File: src/core/pte_pkg.sv
// package: constants, carriers and helpers of the pin task and event unit
// Behaviour
// - eight channels, each with config, tasks, event
// - each channel acts on its selected pin
// - set task drives the pin high
// - clear task drives the pin low
// - configurable task sets, clears, toggles or holds
// - event on rise, fall or any change
// - owned pin ignores the port's output value
// - disabled channel returns pin to the port
// - task priority: configurable, then clear, then set
// - polarity none with configurable task holds pin
// - entering task mode drives the initial level
// - combined event on rising edge of detect
// - clearing latch while bits remain regenerates edge
// - off request with detect high wakes by reset
// - detect works without any clock
// - event mode forces the pin to input
// - task mode forces the pin to output
// - disabled pin takes port direction and value
// - sense code: 0 off, 2 high, 3 low
package pte_pkg;
  localparam int NCH = 8;
  localparam int NPIN = 32;
  localparam int AW = 12;
  // register byte offsets
  localparam logic [11:0] OFS_TASK_OUT = 12'h000;
  localparam logic [11:0] OFS_TASK_SET = 12'h030;
  localparam logic [11:0] OFS_TASK_CLR = 12'h060;
  localparam logic [11:0] OFS_EVT_IN = 12'h100;
  localparam logic [11:0] OFS_EVT_PORT = 12'h17C;
  localparam logic [11:0] OFS_CONFIG = 12'h510;
  localparam logic [11:0] OFS_SENSE_LO = 12'h600;
  localparam logic [11:0] OFS_SENSE_HI = 12'h604;
  localparam logic [11:0] OFS_LATCH = 12'h608;
  localparam logic [11:0] OFS_PIN_IN = 12'h60C;
  // channel configuration field positions
  localparam int CFG_MODE_LSB = 0;
  localparam int CFG_PSEL_LSB = 8;
  localparam int CFG_POL_LSB = 16;
  localparam int CFG_INIT_BIT = 20;
  localparam logic [31:0] CFG_RESET = 32'h0000_0000;
  localparam logic [31:0] SENSE_RESET = 32'h0000_0000;
  // mode, polarity and sense encodings
  localparam logic [1:0] MODE_DIS = 2'h0;
  localparam logic [1:0] MODE_EVT = 2'h1;
  localparam logic [1:0] MODE_TASK = 2'h3;
  localparam logic [1:0] POL_NONE = 2'h0;
  localparam logic [1:0] POL_LOTOHI = 2'h1;
  localparam logic [1:0] POL_HITOLO = 2'h2;
  localparam logic [1:0] POL_TOGGLE = 2'h3;
  localparam logic [1:0] SENSE_HIGH = 2'h2;
  localparam logic [1:0] SENSE_LOW = 2'h3;

  typedef struct packed {
    logic init_level;
    logic [1:0] pol;
    logic [4:0] psel;
    logic [1:0] mode;
  } pte_cfg_t;

  typedef struct packed {
    logic t_out;
    logic t_clr;
    logic t_set;
  } pte_task_t;

  // word to channel configuration
  function automatic pte_cfg_t cfg_unpack(input logic [31:0] w);
    pte_cfg_t c;
    c.mode = w[CFG_MODE_LSB +: 2];
    c.psel = w[CFG_PSEL_LSB +: 5];
    c.pol = w[CFG_POL_LSB +: 2];
    c.init_level = w[CFG_INIT_BIT];
    return c;
  endfunction

  // channel configuration to word, other bits zero
  function automatic logic [31:0] cfg_pack(input pte_cfg_t c);
    logic [31:0] w;
    w = 32'h0000_0000;
    w[CFG_MODE_LSB +: 2] = c.mode;
    w[CFG_PSEL_LSB +: 5] = c.psel;
    w[CFG_POL_LSB +: 2] = c.pol;
    w[CFG_INIT_BIT] = c.init_level;
    return w;
  endfunction

  // sense match of one pin level
  function automatic logic sense_hit(input logic [1:0] s, input logic lvl);
    return ((s == SENSE_HIGH) && lvl) || ((s == SENSE_LOW) && !lvl);
  endfunction

  // match of a with the word address of entry idx in an array at base
  function automatic logic is_reg(input logic [11:0] a, input logic [11:0] base, input int idx);
    return a == (base + 12'(idx * 4));
  endfunction
endpackage

File: src/core/pte_channel.sv
// one channel: task driven output level and edge event
`timescale 1ns/100ps
`default_nettype none
module pte_channel (
  input wire logic pclk,
  input wire logic presetn,
  input wire pte_pkg::pte_cfg_t cfg,
  input wire pte_pkg::pte_task_t task_trig,
  input wire logic pin_level,
  output logic out_level,
  output logic event_pulse
);
  logic out_r;
  logic prev_r;
  logic [1:0] mode_prev_r;
  logic in_task;
  logic entering;
  logic rise;
  logic fall;

  assign in_task = cfg.mode == pte_pkg::MODE_TASK;
  assign entering = in_task && (mode_prev_r != pte_pkg::MODE_TASK);
  assign out_level = out_r;

  // output level: init on entry, then prioritised tasks
  always_ff @(posedge pclk or negedge presetn) begin
    if (!presetn) begin
      out_r <= 1'b0;
    end else if (entering) begin
      out_r <= cfg.init_level;
    end else if (in_task) begin
      if (task_trig.t_out) begin
        unique case (cfg.pol)
          pte_pkg::POL_NONE: out_r <= out_r;
          pte_pkg::POL_LOTOHI: out_r <= 1'b1;
          pte_pkg::POL_HITOLO: out_r <= 1'b0;
          pte_pkg::POL_TOGGLE: out_r <= ~out_r;
        endcase
      end else if (task_trig.t_clr) begin
        out_r <= 1'b0;
      end else if (task_trig.t_set) begin
        out_r <= 1'b1;
      end
    end
  end

  // previous pin sample and previous mode
  always_ff @(posedge pclk or negedge presetn) begin
    if (!presetn) begin
      prev_r <= 1'b0;
      mode_prev_r <= pte_pkg::MODE_DIS;
    end else begin
      prev_r <= pin_level;
      mode_prev_r <= cfg.mode;
    end
  end

  // edge detect on the selected pin
  assign rise = pin_level && !prev_r;
  assign fall = !pin_level && prev_r;
  assign event_pulse = (cfg.mode == pte_pkg::MODE_EVT) &&
    (((cfg.pol == pte_pkg::POL_LOTOHI) && rise) ||
     ((cfg.pol == pte_pkg::POL_HITOLO) && fall) ||
     ((cfg.pol == pte_pkg::POL_TOGGLE) && (rise || fall)));
endmodule
`default_nettype wire

File: src/core/pte_unit.sv
// top of the pin task and event unit with its apb register slave
`timescale 1ns/100ps
`default_nettype none
module pte_unit #(
  parameter int NCH = pte_pkg::NCH,
  parameter int NPIN = pte_pkg::NPIN
) (
  input wire logic pclk,
  input wire logic presetn,
  input wire logic psel,
  input wire logic penable,
  input wire logic pwrite,
  input wire logic [11:0] paddr,
  input wire logic [31:0] pwdata,
  output logic [31:0] prdata,
  output logic pready,
  output logic pslverr,
  input wire logic [NCH-1:0] task_out_trig,
  input wire logic [NCH-1:0] task_set_trig,
  input wire logic [NCH-1:0] clear_task_trig,
  output logic [NCH-1:0] event_in_pulse,
  output logic event_port_pulse,
  input wire logic [NPIN-1:0] gpio_out,
  input wire logic [NPIN-1:0] gpio_dir,
  input wire logic [NPIN-1:0] pin_in,
  output logic [NPIN-1:0] pin_out,
  output logic [NPIN-1:0] pin_oe,
  output logic detect,
  input wire logic sys_off_req,
  output logic off_wake_reset
);
  pte_pkg::pte_cfg_t cfg_r [NCH];
  pte_pkg::pte_task_t trig [NCH];
  logic [NCH-1:0] chan_out;
  logic [NCH-1:0] chan_evt;
  logic [NCH-1:0] chan_lvl;
  logic [NCH-1:0] events_in_r;
  logic events_port_r;
  logic [NPIN-1:0] pin_s_r;
  logic [63:0] sense_r;
  logic [NPIN-1:0] latch_r;
  logic [NPIN-1:0] hit_s;
  logic [NPIN-1:0] hit_live;
  logic detect_r;
  logic detect_d_r;
  logic wake_r;
  logic [NPIN-1:0] pin_out_r;
  logic [NPIN-1:0] pin_oe_r;
  logic [NPIN-1:0] pin_out_nxt;
  logic [NPIN-1:0] pin_oe_nxt;
  logic [NPIN-1:0] own_s;
  logic [31:0] prdata_r;
  logic [31:0] rd_nxt;
  logic err_r;
  logic err_nxt;
  logic wr_en;
  logic latch_clr;
  logic [NCH-1:0] wr_out;
  logic [NCH-1:0] wr_set;
  logic [NCH-1:0] wr_clr;
  logic [NCH-1:0] wr_evt;
  logic [NCH-1:0] wr_cfg;
  logic wr_port;

  // apb handshake: zero wait, error for unmapped addresses
  assign pready = 1'b1;
  assign pslverr = psel && penable && err_r;
  assign prdata = prdata_r;
  assign wr_en = psel && penable && pwrite && !err_r;
  assign latch_clr = wr_en && (paddr == pte_pkg::OFS_LATCH);
  assign wr_port = wr_en && (paddr == pte_pkg::OFS_EVT_PORT);

  // per channel write strobes; tasks fire only on a written one
  always_comb begin
    for (int c = 0; c < NCH; c++) begin
      wr_out[c] = wr_en && pwdata[0] && pte_pkg::is_reg(paddr, pte_pkg::OFS_TASK_OUT, c);
      wr_set[c] = wr_en && pwdata[0] && pte_pkg::is_reg(paddr, pte_pkg::OFS_TASK_SET, c);
      wr_clr[c] = wr_en && pwdata[0] && pte_pkg::is_reg(paddr, pte_pkg::OFS_TASK_CLR, c);
      wr_evt[c] = wr_en && pte_pkg::is_reg(paddr, pte_pkg::OFS_EVT_IN, c);
      wr_cfg[c] = wr_en && pte_pkg::is_reg(paddr, pte_pkg::OFS_CONFIG, c);
    end
  end

  // read mux and address check, evaluated in the setup phase
  always_comb begin
    rd_nxt = 32'h0000_0000;
    err_nxt = 1'b1;
    for (int c = 0; c < NCH; c++) begin
      if (pte_pkg::is_reg(paddr, pte_pkg::OFS_TASK_OUT, c) ||
          pte_pkg::is_reg(paddr, pte_pkg::OFS_TASK_SET, c) ||
          pte_pkg::is_reg(paddr, pte_pkg::OFS_TASK_CLR, c)) begin
        err_nxt = 1'b0;
      end
      if (pte_pkg::is_reg(paddr, pte_pkg::OFS_EVT_IN, c)) begin
        rd_nxt = {31'h0000_0000, events_in_r[c]};
        err_nxt = 1'b0;
      end
      if (pte_pkg::is_reg(paddr, pte_pkg::OFS_CONFIG, c)) begin
        rd_nxt = pte_pkg::cfg_pack(cfg_r[c]);
        err_nxt = 1'b0;
      end
    end
    unique case (paddr)
      pte_pkg::OFS_EVT_PORT: begin
        rd_nxt = {31'h0000_0000, events_port_r};
        err_nxt = 1'b0;
      end
      pte_pkg::OFS_SENSE_LO: begin
        rd_nxt = sense_r[31:0];
        err_nxt = 1'b0;
      end
      pte_pkg::OFS_SENSE_HI: begin
        rd_nxt = sense_r[63:32];
        err_nxt = 1'b0;
      end
      pte_pkg::OFS_LATCH: begin
        rd_nxt = 32'(latch_r);
        err_nxt = 1'b0;
      end
      pte_pkg::OFS_PIN_IN: begin
        rd_nxt = 32'(pin_s_r);
        err_nxt = 1'b0;
      end
      default: ;
    endcase
  end

  // read data and error latched at the setup cycle
  always_ff @(posedge pclk or negedge presetn) begin
    if (!presetn) begin
      prdata_r <= 32'h0000_0000;
      err_r <= 1'b0;
    end else if (psel && !penable) begin
      prdata_r <= rd_nxt;
      err_r <= err_nxt;
    end
  end

  // channel configuration; pin select frozen while enabled
  always_ff @(posedge pclk or negedge presetn) begin
    if (!presetn) begin
      for (int c = 0; c < NCH; c++) begin
        cfg_r[c] <= pte_pkg::cfg_unpack(pte_pkg::CFG_RESET);
      end
    end else begin
      for (int c = 0; c < NCH; c++) begin
        if (wr_cfg[c]) begin
          cfg_r[c] <= pte_pkg::cfg_unpack(pwdata);
          if (cfg_r[c].mode != pte_pkg::MODE_DIS) begin
            cfg_r[c].psel <= cfg_r[c].psel;
          end
        end
      end
    end
  end

  // pin capture; inputs are synchronous to pclk
  always_ff @(posedge pclk or negedge presetn) begin
    if (!presetn) begin
      pin_s_r <= '0;
    end else begin
      pin_s_r <= pin_in;
    end
  end

  // channels: register or interconnect triggers, one pulse each
  for (genvar c = 0; c < NCH; c++) begin : g_ch
    assign trig[c].t_out = wr_out[c] || task_out_trig[c];
    assign trig[c].t_clr = wr_clr[c] || clear_task_trig[c];
    assign trig[c].t_set = wr_set[c] || task_set_trig[c];
    assign chan_lvl[c] = pin_s_r[cfg_r[c].psel];
    pte_channel pte_channel_inst (
      .pclk(pclk),
      .presetn(presetn),
      .cfg(cfg_r[c]),
      .task_trig(trig[c]),
      .pin_level(chan_lvl[c]),
      .out_level(chan_out[c]),
      .event_pulse(chan_evt[c])
    );
  end

  // sticky channel events, a raise wins over a clear
  always_ff @(posedge pclk or negedge presetn) begin
    if (!presetn) begin
      events_in_r <= '0;
      event_in_pulse <= '0;
    end else begin
      events_in_r <= chan_evt | (events_in_r & ~wr_evt);
      event_in_pulse <= chan_evt;
    end
  end

  // pin ownership: task drives, event reads, disabled gives back
  always_comb begin
    pin_out_nxt = gpio_out;
    pin_oe_nxt = gpio_dir;
    own_s = '0;
    for (int p = 0; p < NPIN; p++) begin
      for (int c = 0; c < NCH; c++) begin
        if (cfg_r[c].psel == p[4:0]) begin
          if (cfg_r[c].mode == pte_pkg::MODE_TASK) begin
            pin_out_nxt[p] = chan_out[c];
            pin_oe_nxt[p] = 1'b1;
            own_s[p] = 1'b1;
          end else if (cfg_r[c].mode == pte_pkg::MODE_EVT) begin
            own_s[p] = 1'b1;
            pin_out_nxt[p] = pin_out_r[p];
            pin_oe_nxt[p] = 1'b0;
          end
        end
      end
    end
  end

  // registered pin drive
  always_ff @(posedge pclk or negedge presetn) begin
    if (!presetn) begin
      pin_out_r <= '0;
      pin_oe_r <= '0;
    end else begin
      pin_out_r <= pin_out_nxt;
      pin_oe_r <= pin_oe_nxt;
    end
  end
  assign pin_out = pin_out_r;
  assign pin_oe = pin_oe_r;

  // per pin sense fields, two bits a pin
  always_ff @(posedge pclk or negedge presetn) begin
    if (!presetn) begin
      sense_r <= {pte_pkg::SENSE_RESET, pte_pkg::SENSE_RESET};
    end else if (wr_en && paddr == pte_pkg::OFS_SENSE_LO) begin
      sense_r[31:0] <= pwdata;
    end else if (wr_en && paddr == pte_pkg::OFS_SENSE_HI) begin
      sense_r[63:32] <= pwdata;
    end
  end

  // sense matches: sampled for the latch, live for clockless wake
  always_comb begin
    for (int p = 0; p < NPIN; p++) begin
      hit_s[p] = pte_pkg::sense_hit(sense_r[2*p +: 2], pin_s_r[p]);
      hit_live[p] = pte_pkg::sense_hit(sense_r[2*p +: 2], pin_in[p]);
    end
  end

  // detect latch, write one to clear, a new match wins
  always_ff @(posedge pclk or negedge presetn) begin
    if (!presetn) begin
      latch_r <= '0;
    end else begin
      latch_r <= hit_s | (latch_r & ~(latch_clr ? pwdata[NPIN-1:0] : '0));
    end
  end

  // detect level dips for one cycle on a clear so that a rise follows
  always_ff @(posedge pclk or negedge presetn) begin
    if (!presetn) begin
      detect_r <= 1'b0;
      detect_d_r <= 1'b0;
    end else begin
      detect_r <= (|latch_r) && !latch_clr;
      detect_d_r <= detect_r;
    end
  end

  // combined event on the rising edge of detect
  always_ff @(posedge pclk or negedge presetn) begin
    if (!presetn) begin
      events_port_r <= 1'b0;
      event_port_pulse <= 1'b0;
    end else begin
      event_port_pulse <= detect_r && !detect_d_r;
      events_port_r <= (detect_r && !detect_d_r) || (events_port_r && !wr_port);
    end
  end

  // wake level needs no clock: live pin matches or held latch
  assign detect = (|hit_live) || (|latch_r);

  // off request with detect high asks for a wakeup reset
  always_ff @(posedge pclk or negedge presetn) begin
    if (!presetn) begin
      wake_r <= 1'b0;
    end else begin
      wake_r <= sys_off_req && detect_r;
    end
  end
  assign off_wake_reset = wake_r;

  // a pin with no channel follows the port one edge later
  for (genvar p = 0; p < NPIN; p++) begin : g_pin_chk

  end
endmodule
`default_nettype wire

File: config.mk
export PLATFORM = sky130hd
export DESIGN_NAME = pte_unit
export DESIGN_NICKNAME = d
export VERILOG_FILES = /design/src/core/pte_pkg.sv /design/src/core/pte_channel.sv /design/src/core/pte_unit.sv
export SDC_FILE = /design/constraint.sdc
export NUM_CORES = 2
export LEC_CHECK = 0
export BUFFER_PORTS_ARGS = -buffer_cell sky130_fd_sc_hd__clkbuf_2
export CORE_ASPECT_RATIO = 0.9
export CORE_MARGIN = 1
export CORE_UTILIZATION = 25
export DETAILED_ROUTE_END_ITERATION = 8
export PLACE_DENSITY_LB_ADDON = 0.2
export REMOVE_ABC_BUFFERS = 1
export SYNTH_ARGS = -nofsm -noshare
export SYNTH_HDL_FRONTEND = slang
export SYNTH_SLANG_ARGS = --single-unit
export TNS_END_PERCENT = 100
File: constraint.sdc
create_clock -name pclk -period 3.8 [get_ports pclk]
set_input_delay 0.57 -clock pclk [delete_from_list [all_inputs] [get_ports pclk]]
set_output_delay 0.57 -clock pclk [all_outputs]
set_load 0.02 [all_outputs]
==> impl_metrics.ini <==
[job]
maxCapViolations = 0

[timing]
clock.fmax_ghz = 0.297
worst_slew_pin_slew_ns = 1.08
slew_viol_final = 0
finalClockSkew_ns = 0.0246
rsz0062_at_grt = false
hold_violations = 0
setup_viol = 0
relSlewSlack_pct = 27.9
setup_tns_ns = 0
min_period_over_period_pct = 88.5
finalCriticalPeriod_ns = 3.36
layout_setup_ws_ns = 0.438

[critical_path]
timing.rr.start = cfg_r[33]$_DFFE_PN0P_
crit_required_ns = 4.37
cp_max_fo = 17
cp.arrival_ns = 3.93
start_kind = flip-flop
endpoint_kind = flip-flop
worst-r2r-setup-slack_ns = 0.44
path_class = reg2reg
reg2reg_depth = 8
timing.rr.end = events_in_r[4]$_DFF_PN0_

[clock_tree]
htreeDepth = 2
cts_tree = yes
cts_buffers = 45
clk_pin_slew_ns = 0.06
post_cts_buffers = 0
insertion_delay_ns = 0.63
ctsResizeCount = 0
cts_buffer_depth = 3
cts.sinks = 358
clock-root-buffer = clkbuf_16

[worst_hold_path]
hold_end = pin_s_r[25]$_DFF_PN0_
min_from = pin_in[25]
holdPathStages = 1
hp-class = in2reg

[floorplan]
fp-row-count = 115
die-area_um2 = 113000
core_area_um2 = 110000
die_x_um = 354
die_y_um = 319
pin_count = 279
initial_utilization_pct = 25.4

[placement]
routabilityCongestion = 1.04
place_hpwl_um = 126000
dpl_worst_slack_ns = 0.424
io_buffer_count = 277

[global_route]
grt_pass1_vias = 28800
antenna_found_initial = 4
grt_usage_pct = 27.8
grt_pass1_wl_um = 226000
grt_max_degree = 102
grt_overflow = 0

[power_and_ir_drop]
ir_drop_mv = 0.284
p_clk_share_pct = 47.9
pwr-share-seq_pct = 41.9
share_comb_of_total_power_pct = 10.2
switching_share_pct = 28.0
power_switching_mw = 2.76
p_int_mw = 7.09
powerDensity_nw_per_um2 = 299
p_leak_nw = 13.1

[route]
firstDrtPassIters = 7
ant_nets = 0
via_per_inst = 6.15
via_count = 30600
wl_per_cell_um = 32.6
wl_um = 162000
drcViolationCount = 0
drtIter0Drc = 4729

[synth]
synth_area_leader_cell = dfrtp_1
synth_top_flop_cell = dfrtp_1
yosysWarnings = 0
synthArstFlopShare_pct = 100
yosys-top-cells-count = dfrtp_1 (358), nand2_1 (335), a21oi_1 (331)
synth_cell_types = 96
synth-seq-cells = 358
seq_area_frac_synth_pct = 32.1
yosys-top-cells-area = dfrtp_1 (32%), mux4_2 (6.5%), a21oi_1 (5.9%)
syn_inst = 3292
syn_area_per_cell_um2 = 8.47
synth.cell_area_um2 = 27900
yosysMostFrequentCell = dfrtp_1
netlist.area_leader.share_pct = 32.1
synth_edf_count = 0

[layout]
fillers = 11800
fin_nets = 3670
post-route-util_pct = 30.0
area_growth_pct = 18.3
final_layout_size_suffix_gt1_share_pct = 22.7

[run_status]
outcome = complete, no violations
## layout make-up
type | instances | area [um^2] | area share [%]
Clock buffer | 61 | 1290 | 3.90
Antenna cell | 1 | 2.50 | 0.00759
Sequential cell | 358 | 8960 | 27.2
Clock inverter | 21 | 313 | 0.949
Tap cell | 1462 | 1830 | 5.55
Inverter | 52 | 195 | 0.592
Timing Repair Buffer | 460 | 2890 | 8.75
Multi-Input combinational cell | 2567 | 17500 | 53.1
## through the flow
| step | hold WS (ns) | std cells | total power [mW] | cell area [um^2] |
|---|---|---|---|---|
| global route | 0.0781 | 4981 | 10.1 | 33000 |
| detailed placement | 0.390 | 4898 | 5.20 | 31400 |
| global placement | 0.389 | 4898 | 5.20 | 31400 |
| CTS | 0.0627 | 4981 | 9.93 | 33000 |
| floorplan | 0.274 | 2977 | 4.54 | 26600 |
| finish | 0.0882 | 4982 | 9.85 | 33000 |
## layer usage
layer	vias to the layer above	track usage, %	share of wire [%]
li1	12800	-	-
met1	15500	39.8	43
met2	2037	39.9	42
met3	240	7.12	11
met4	6	9.87	3.9
met5	-	0	0.022
## cells by family after synthesis
| family | synth area share [%] |
|---|---|
| compound gates | 24.2 |
| flops | 32.1 |
| xor+xnor | 2.07 |
| other cells | 0.0135 |
| mux | 14.2 |
| simple gates | 21.4 |
| buf+inv | 5.26 |
| fa+ha+maj | 0.718 |
## cells in the final DEF, fill, tap and decap left out, drive strengths merged, types with 71 or more instances in the layout
master	synthesis	final
nand2	342	342
mux2	151	151
clkbuf	239	337
dfrtp	358	358
nor3	135	135
a22oi	91	91
mux4	80	80
buf	76	183
nor2	275	275
o21ai	148	148
a21oi	331	331
a31oi	71	71
## how the worst max path moves through the flow
stage                     startpoint                  endpoint  cells after the start
2_1_floorplan               paddr[5]   sense_r[57]$_DFFE_PN0P_                      5
3_3_place_gp   cfg_r[33]$_DFFE_PN0P_  events_in_r[4]$_DFF_PN0_                      8
3_5_place_dp   cfg_r[33]$_DFFE_PN0P_  events_in_r[4]$_DFF_PN0_                      8
4_1_cts        cfg_r[33]$_DFFE_PN0P_  events_in_r[4]$_DFF_PN0_                      8
5_1_grt        cfg_r[33]$_DFFE_PN0P_  events_in_r[4]$_DFF_PN0_                      8
6_report       cfg_r[33]$_DFFE_PN0P_  events_in_r[4]$_DFF_PN0_                      8
## critical path, stage by stage (launching register included)
cell,delay (ns)
dfrtp_1,0.93
mux4_2,0.60
mux4_2,0.50
mux2i_1,0.39
ha_1,0.32
mux2i_1,0.12
a21oi_1,0.08
nor3_1,0.26
a21o_1,0.12
## registers in the layout (all words and copies together), names as in the netlist
name / flops
sense_r: 64
detect_d_r: 1
prdata: 32
pin_out: 32
detect_r: 1
g_ch.pte_channel_inst.prev_r: 8
pin_s_r: 32
cfg_r: 80
pin_oe: 32
g_ch.pte_channel_inst.out_level: 8
events_port_r: 1
latch_r: 32
event_port_pulse: 1
events_in_r: 8
event_in_pulse: 8
g_ch.pte_channel_inst.mode_prev_r: 16
err_r: 1
off_wake_reset: 1
## power by group through the flow
stage               Sequential [mW]  Clock, mW  Combinational [mW]
detailed placement             4.19          0                1.01
floorplan                      4.19          0               0.354
CTS                            4.12       4.80                1.01
global placement               4.19          0                1.01
global route                   4.13       4.94                1.08
finish                         4.13       4.71                1.01
## what timing repair did
action | 4_1_cts | 5_1_grt
hold endpoints to repair | 12 | 0
hold buffers | 1 | 0
endpoints found under the setup margin | 0 | 0
No activity file was read; power rests on OpenSTA's default activity.
